### src/core/pss_regs.svh
`ifndef PSS_REGS_SVH
`define PSS_REGS_SVH
// ----------------------------------------
// constants of the sleep/wake supervisor
// ----------------------------------------
`define PSS_CLK_MHZ         250
`define PSS_TICK_US         1000
`define PSS_TICK_CYC        (`PSS_CLK_MHZ * `PSS_TICK_US)
`define PSS_WAKE_BELOW      2'h0
`define PSS_WAKE_ABOVE      2'h1
`define PSS_WAKE_BEYOND     2'h2
`define PSS_FUNC_BYPASS     8'h17
`define PSS_FUNC_GAINSWAP   8'h18
`endif

### src/core/pss_pkg.sv
// ----------------------------------------
// types of the sleep/wake supervisor
// ----------------------------------------
package pss_pkg;
	typedef enum logic [4:0] {
		PSS_IDLE   = 5'h01,
		PSS_PREREG = 5'h02,
		PSS_PID    = 5'h04,
		PSS_SLEEP  = 5'h08,
		PSS_TRIP   = 5'h10
	} pss_state_t;

	// settings from the parameter store
	typedef struct packed {
		logic [15:0] prereg_target_frequency;
		logic [15:0] prereg_exit_level;
		logic [15:0] prereg_fail_delay;
		logic [15:0] sleep_entry_delay;
		logic [15:0] sleep_entry_frequency;
		logic [15:0] wake_threshold_level;
		logic [1:0]  wake_criterion_select;
	} pss_cfg_t;
endpackage : pss_pkg

### src/core/pss_hold_timer.sv
`timescale 1ns/100ps
`default_nettype none
`include "pss_regs.svh"
// ----------------------------------------
// qualified hold timer in millisecond ticks
// ----------------------------------------
module pss_hold_timer #(
	parameter int W = 16
) (
	// clock and reset
	input  wire logic         core_clk,
	input  wire logic         rst_n,
	// timing
	input  wire logic         tick,
	input  wire logic         qual,
	input  wire logic [W-1:0] limit,
	// result
	output logic              expired
);
	typedef struct packed {
		logic [W-1:0] cnt;
	} pss_tmr_t;
	pss_tmr_t st_ff;
	pss_tmr_t nxt_st;

	// restart from zero whenever the condition lapses
	always_comb begin
		nxt_st = st_ff;
		if (!qual)
			nxt_st.cnt = '0;
		else if (tick && st_ff.cnt != limit)
			nxt_st.cnt = st_ff.cnt + 1'b1;
	end

	always_ff @(posedge core_clk) begin
		if (!rst_n)
			st_ff <= '0;
		else
			st_ff <= nxt_st;
	end

	assign expired = qual && (limit != '0) && (st_ff.cnt == limit);

	a_timer_clears: assert property (@(posedge core_clk) disable iff (!rst_n)
		!qual |=> st_ff.cnt == '0) else $error("hold timer not cleared");
endmodule : pss_hold_timer
`default_nettype wire

### src/core/pss_supervisor.sv
`timescale 1ns/100ps
`default_nettype none
`include "pss_regs.svh"
module pss_supervisor
	import pss_pkg::*;
#(
	parameter int NIN = 7,
	parameter int W   = 16,
	parameter int TICK_CYC = `PSS_TICK_CYC
) (
	// clock and reset
	input  wire logic              core_clk,
	input  wire logic              rst_n,
	// commands and settings
	input  wire logic              run_cmd,
	input  wire pss_cfg_t          cfg,
	input  wire logic [NIN-1:0]    mf_in,
	input  wire logic [NIN*8-1:0]  mf_func,
	// measurements
	input  wire logic [W-1:0]      feedback,
	input  wire logic [W-1:0]      reference,
	input  wire logic [W-1:0]      out_freq,
	// drive outputs
	output logic                   pid_enable,
	output logic                   open_loop,
	output logic [W-1:0]           open_loop_freq,
	output logic                   output_block,
	output logic                   gain_alt_sel,
	output logic                   prereg_failure_trip,
	output logic                   sleeping
);
	// ----------------------------------------
	// state
	// ----------------------------------------
	typedef struct packed {
		pss_state_t   state;
		logic [31:0]  tick_cnt;
		logic         tick;
		logic         pid_enable;
		logic         open_loop;
		logic [W-1:0] open_loop_freq;
		logic         output_block;
		logic         gain_alt_sel;
		logic         trip;
	} pss_st_t;
	pss_st_t st_ff;
	pss_st_t nxt_st;

	logic [NIN-1:0] byp_hit;
	logic [NIN-1:0] gsw_hit;
	logic           bypass;
	logic           gswap;
	logic           above_exit;
	logic           wake_ok;
	logic [W:0]     err;
	logic           fail_exp;
	logic           sleep_exp;

	// ----------------------------------------
	// multi-function input decode
	// ----------------------------------------
	for (genvar i = 0; i < NIN; i++) begin : g_in
		assign byp_hit[i] = mf_in[i] && mf_func[i*8 +: 8] == `PSS_FUNC_BYPASS;
		assign gsw_hit[i] = mf_in[i] && mf_func[i*8 +: 8] == `PSS_FUNC_GAINSWAP;
	end
	assign bypass = |byp_hit;
	assign gswap  = |gsw_hit;

	// ----------------------------------------
	// comparisons
	// ----------------------------------------
	assign above_exit = feedback > cfg.prereg_exit_level;
	// signed difference so a feedback above reference never wakes in mode 2
	assign err = {1'b0, reference} - {1'b0, feedback};

	// wake criterion; code 3 never wakes
	always_comb begin
		unique case (cfg.wake_criterion_select)
			`PSS_WAKE_BELOW:  wake_ok = feedback < cfg.wake_threshold_level;
			`PSS_WAKE_ABOVE:  wake_ok = feedback > cfg.wake_threshold_level;
			`PSS_WAKE_BEYOND: wake_ok = !err[W] &&
				err[W-1:0] > cfg.wake_threshold_level;
			default:          wake_ok = 1'b0;
		endcase
	end

	// ----------------------------------------
	// hold timers
	// ----------------------------------------
	pss_hold_timer #(.W(W)) u_fail_tmr (
		.core_clk (core_clk),
		.rst_n    (rst_n),
		.tick     (st_ff.tick),
		.qual     (st_ff.state == PSS_PREREG && !above_exit && !bypass),
		.limit    (cfg.prereg_fail_delay),
		.expired  (fail_exp)
	);

	pss_hold_timer #(.W(W)) u_sleep_tmr (
		.core_clk (core_clk),
		.rst_n    (rst_n),
		.tick     (st_ff.tick),
		.qual     (st_ff.state == PSS_PID && !bypass &&
			out_freq < cfg.sleep_entry_frequency),
		.limit    (cfg.sleep_entry_delay),
		.expired  (sleep_exp)
	);

	// ----------------------------------------
	// supervisor
	// ----------------------------------------
	always_comb begin
		nxt_st = st_ff;
		// millisecond tick for the hold timers
		nxt_st.tick = 1'b0;
		if (st_ff.tick_cnt == 32'(TICK_CYC - 1)) begin
			nxt_st.tick_cnt = '0;
			nxt_st.tick     = 1'b1;
		end else begin
			nxt_st.tick_cnt = st_ff.tick_cnt + 32'h1;
		end
		unique case (st_ff.state)
			PSS_IDLE: begin
				if (run_cmd)
					nxt_st.state = PSS_PREREG;
			end
			PSS_PREREG: begin
				if (!run_cmd)
					nxt_st.state = PSS_IDLE;
				else if (fail_exp)
					nxt_st.state = PSS_TRIP;
				else if (above_exit)
					nxt_st.state = PSS_PID;
			end
			PSS_PID: begin
				if (!run_cmd)
					nxt_st.state = PSS_IDLE;
				else if (sleep_exp)
					nxt_st.state = PSS_SLEEP;
			end
			PSS_SLEEP: begin
				if (!run_cmd)
					nxt_st.state = PSS_IDLE;
				else if (wake_ok)
					nxt_st.state = PSS_PID;
			end
			PSS_TRIP: begin
				// fault latches until the run command is withdrawn
				if (!run_cmd)
					nxt_st.state = PSS_IDLE;
			end
		endcase
		// outputs follow the next state so they change with it
		nxt_st.trip         = nxt_st.state == PSS_TRIP;
		nxt_st.output_block = nxt_st.state inside {PSS_IDLE, PSS_TRIP, PSS_SLEEP};
		nxt_st.pid_enable   = nxt_st.state == PSS_PID && !bypass;
		nxt_st.open_loop    = nxt_st.state == PSS_PREREG ||
			(nxt_st.state == PSS_PID && bypass);
		nxt_st.open_loop_freq = W'(cfg.prereg_target_frequency);
		nxt_st.gain_alt_sel = gswap;
	end

	always_ff @(posedge core_clk) begin
		if (!rst_n) begin
			st_ff       <= '0;
			st_ff.state <= PSS_IDLE;
			st_ff.output_block <= 1'b1;
		end else begin
			st_ff <= nxt_st;
		end
	end

	assign pid_enable          = st_ff.pid_enable;
	assign open_loop           = st_ff.open_loop;
	assign open_loop_freq      = st_ff.open_loop_freq;
	assign output_block        = st_ff.output_block;
	assign gain_alt_sel        = st_ff.gain_alt_sel;
	assign prereg_failure_trip = st_ff.trip;
	assign sleeping            = st_ff.state == PSS_SLEEP;

	// ----------------------------------------
	// checks
	// ----------------------------------------
	a_prereg_handover: assert property (@(posedge core_clk) disable iff (!rst_n)
		st_ff.state == PSS_PREREG && run_cmd && !fail_exp && above_exit && !bypass
		|=> pid_enable) else $error("no handover to pid");
	a_run_starts: assert property (@(posedge core_clk) disable iff (!rst_n)
		st_ff.state == PSS_IDLE && run_cmd |=> open_loop && !output_block)
		else $error("run did not start open loop");
	a_trip_blocks: assert property (@(posedge core_clk) disable iff (!rst_n)
		st_ff.state == PSS_PREREG && run_cmd && fail_exp
		|=> prereg_failure_trip && output_block) else $error("trip missing");
	a_sleep_entry: assert property (@(posedge core_clk) disable iff (!rst_n)
		st_ff.state == PSS_PID && run_cmd && sleep_exp
		|=> sleeping && output_block) else $error("sleep not entered");
	a_sleep_holds: assert property (@(posedge core_clk) disable iff (!rst_n)
		sleeping && run_cmd && !wake_ok |=> sleeping) else $error("early wake");
	a_wake_below: assert property (@(posedge core_clk) disable iff (!rst_n)
		sleeping && run_cmd && cfg.wake_criterion_select == `PSS_WAKE_BELOW &&
		feedback < cfg.wake_threshold_level |=> !sleeping) else $error("mode 0 wake");
	a_wake_above: assert property (@(posedge core_clk) disable iff (!rst_n)
		sleeping && run_cmd && cfg.wake_criterion_select == `PSS_WAKE_ABOVE &&
		feedback > cfg.wake_threshold_level |=> !sleeping) else $error("mode 1 wake");
	a_wake_beyond: assert property (@(posedge core_clk) disable iff (!rst_n)
		sleeping && run_cmd && cfg.wake_criterion_select == `PSS_WAKE_BEYOND &&
		reference > feedback && reference - feedback > cfg.wake_threshold_level
		|=> !sleeping) else $error("mode 2 wake");
	a_bypass_halts: assert property (@(posedge core_clk) disable iff (!rst_n)
		bypass |=> !pid_enable) else $error("pid ran under bypass");
	a_bypass_release: assert property (@(posedge core_clk) disable iff (!rst_n)
		st_ff.state == PSS_PID && run_cmd && !sleep_exp && !bypass
		|=> pid_enable) else $error("pid not resumed");
	a_gain_swap: assert property (@(posedge core_clk) disable iff (!rst_n)
		gswap |=> gain_alt_sel) else $error("alternate gain not selected");
endmodule : pss_supervisor
`default_nettype wire

### config.mk
export PLATFORM = sky130hd
export DESIGN_NAME = pss_supervisor
export DESIGN_NICKNAME = d
export VERILOG_FILES = /design/src/core/pss_pkg.sv /design/src/core/pss_hold_timer.sv /design/src/core/pss_supervisor.sv
export VERILOG_INCLUDE_DIRS = /design/src /design/src/core
export SDC_FILE = /design/constraint.sdc
export NUM_CORES = 1
export LEC_CHECK = 0
export BUFFER_PORTS_ARGS = -buffer_cell sky130_fd_sc_hd__buf_2
export CAP_MARGIN = 20
export CORE_MARGIN = 2
export CORE_UTILIZATION = 47
export CTS_CLUSTER_DIAMETER = 40
export DETAILED_ROUTE_END_ITERATION = 10
export PLACE_DENSITY = 0.75
export SETUP_SLACK_MARGIN = 0.5
export SLEW_MARGIN = 20
export SYNTH_ARGS = -nofsm -noshare
export SYNTH_HDL_FRONTEND = slang
export SYNTH_SLANG_ARGS = --single-unit
### constraint.sdc
create_clock -name core_clk -period 4.1 [get_ports core_clk]
set_input_delay 0.41 -clock core_clk [delete_from_list [all_inputs] [get_ports core_clk]]
set_output_delay 0.41 -clock core_clk [all_outputs]
set_load 0.01 [all_outputs]
==> metrics <==
status=finished, final reports clean; post-route insts no fill=1257; Ys Warns=0; register area share after synthesis=26.3%; CTS tree=built; Slew Limit Fails=0; Final Wtd Congestion=0.866; Final Setup Violations=0; Internal Power=1650 uW; register share of total power=40.2%; clock power share=35.8%; EDFF count, synth=0; Via density=5.37; f_max=265 MHz; unrepaired setup endpoints after global routing=yes; Die Y=125 um; crit-path cells=buf_2 > inv_1 > ha_1 > o21a_1 > o21a_1 > o31ai_2 > a31oi_1 > a41o_1 > o41ai_2 > xnor2_1 > ha_1 > nand4_1 > nor4_1 > nor4_1 > o31ai_2 > a31o_2 > a32o_2 > a21oi_2 > a32o_1; top-area cell type share of the netlist area=26.3%; Layout Nets=1364; worst-case clock buffer depth=2; slowest CP cell=ha_1; total clock sinks=91; Initial Utilization=47.8%; WP data arrival=4.06 ns; Placed Cells=1237; WP data required=4.38 ns; synthesis-to-finish area growth=24.8%; initial antenna violation count=1; Net Switching=612 uW; Worst Path Buf+Inv=2; Hold Path Class=input pin to flip-flop; prevailing post-synth register cell=dfxtp_1; Area contributors post-synth=dfxtp_1 26%, ha_1 15%, xnor2_1 8.2%, nor2_1 5.7%, xor2_1 4.7%; DR WL/cell=14.4 um; Total GRT Usage=22.7%; slowest stage delay, CP=0.33 ns; Clock Skew=0.00798 ns; Period minus WS final=3.77 ns; # fillers=1357; Rows=44; Top delay family on crit path=compound AO/OA/AOI/OAI gates; first drt pass iteration count=4; syn avg cell area=8.16 um^2; die width=125 um; crit path kind=input pin to flip-flop; vias after detailed routing=6748; clk slew on worst S/H paths=0.06 ns; Worst slew margin=54.3%; total power=2260 uW; peak supply drop=259 uV; CTS Hold Bufs=0; commonest cells in the netlist=105 x nor2_1, 91 x dfxtp_1, 82 x ha_1; period utilisation layout=92.0%; Combinational Power Share=24.0%; Util after Layout=59.6%; grt ovf=0; Lkg Pwr=0.00385 uW; post-synth cell types=63; Final Hold Viols=0; count leader, synth=nor2_1; Synthesized Nets=1143; Cells after Synth=848; Die ar.=15700 um^2; clock buffer count from CTS=9; mapped cell area=6920 um^2; drc violations=0; vias in the first global route=6602; CP max FO=4; Synth Register Bits=91; Synth area leader=dfxtp_1; Startpoint Class=input pin; Max Cap Viol=0; clk_lat worst skew=0.34 ns; post-route ant nets=0; worst slew pin tran=0.668 ns; core area=14500 um^2; I/O pin total=234; initial drt markers=345; Net Sw Frac=27.1%; DP Wirelength=14.9 mm; layout cells sized above 1=27.2%; Async SR Flop Fraction=0%; first-pass GRT wire length=29.7 mm; pwr dens=262 nW/um^2; Root Buffer=clkbuf_16; CP Capture Type=flip-flop; htree depth=3; DRT Wirelength=18.1 mm; largest net degree at the start of global routing=23; PortBufs=233
cell type report:
| class | count | area, um^2 | area share (%) |
|---|---|---|---|
| multi-input cells | 650 | 4740 | 54.9 |
| flip-flops and latches | 91 | 1820 | 21.1 |
| repair buffers | 241 | 1240 | 14.4 |
| inverters | 76 | 300 | 3.48 |
| clock buffers | 10 | 239 | 2.77 |
| well taps | 184 | 230 | 2.67 |
| clock inverters | 4 | 52.6 | 0.609 |
| diodes | 1 | 2.50 | 0.0290 |
power groups by stage:
stage               Clock (uW)  Combinational [uW]  Sequential, uW
global route               860                 610             908
global placement             0                 508             925
finish                     808                 543             907
detailed placement           0                 519             926
floorplan                    0                 323             924
CTS                        825                 526             907
through the flow:
| stage | TNS (ns) | worst slack, ns | instance area [um^2] | hold slack (ns) |
|---|---|---|---|---|
| 2_1_floorplan | 0 | 0.418 | 7000 | 0.430 |
| 3_5_place_dp | -0.0354 | -0.0354 | 8230 | 0.466 |
| 6_report | 0 | 0.327 | 8630 | 0.272 |
| 4_1_cts | 0 | 0.396 | 8550 | 0.261 |
| 3_3_place_gp | 0 | 0.0329 | 8230 | 0.445 |
| 5_1_grt | 0 | 0.120 | 8630 | 0.264 |
state kept, by name, summed over array words and instances, names as in the netlist:
| signal | count |
|---|---|
| st_ff | 38 |
| open_loop_freq | 16 |
| u_fail_tmr.st_ff | 16 |
| u_sleep_tmr.st_ff | 16 |
| gain_alt_sel | 1 |
| open_loop | 1 |
| output_block | 1 |
| pid_enable | 1 |
| prereg_failure_trip | 1 |
worst register-to-register path: stages (launching register included):
cell,delay (ns)
dfxtp_1,0.51
xnor2_2,0.15
nand4_1,0.15
nor4_1,0.36
nand4_1,0.20
a311oi_1,0.41
o22ai_1,0.22
a22o_1,0.27
a32o_1,0.20
layer usage:
metal	GRT usage (%)	routed length, um	vias up
met1	28.3	8100	3118
met4	6.54	383	0
met2	39.6	8710	159
met3	4.62	887	31
met5	0	0	-
li1	-	-	3440
worst paths after layout:
check / startpoint / to / slack, ns / cells after the start
setup / recovery: feedback[2] / open_loop$_SDFF_PN0_ / 0.33 / 19
hold / removal: cfg[92] / open_loop_freq[10]$_SDFF_PN0_ / 0.27 / 2
setup reg to reg: u_sleep_tmr.st_ff[6]$_SDFFE_PN0P_ / open_loop$_SDFF_PN0_ / 1.53 / 8
hold reg to reg: st_ff[22]$_SDFF_PP0_ / st_ff[22]$_SDFF_PP0_ / 0.49 / 1
repair_timing:
action | CTS | global route
gates resized for setup | 5 | 11
buffers inserted | 2 | 3
setup endpoints to repair | 5 | 5
pin swaps | 6 | 10
placed cells by master (no fill, tap or decap), types with 20 or more instances in the layout:
master / synthesis / final
xor2_1: 37 / 37
nand4_1: 44 / 44
dfxtp_1: 91 / 91
inv_1: 75 / 73
nand3_1: 49 / 49
and2_1: 20 / 20
nor2_1: 105 / 105
nor4_1: 21 / 21
ha_1: 82 / 79
buf_2: 1 / 231
xnor2_1: 65 / 65
a21oi_1: 46 / 41
nand2_1: 37 / 36
kinds of logic after synthesis:
logic type / Yosys count / synth area share (%)
compound gates: 112 / 10.9
xor+xnor: 104 / 13.4
fa+ha+maj: 83 / 15.1
buf+inv: 107 / 7.02
flops: 91 / 26.3
mux: 3 / 0.434
simple gates: 348 / 26.8
Power figures use the tool's default switching activity.
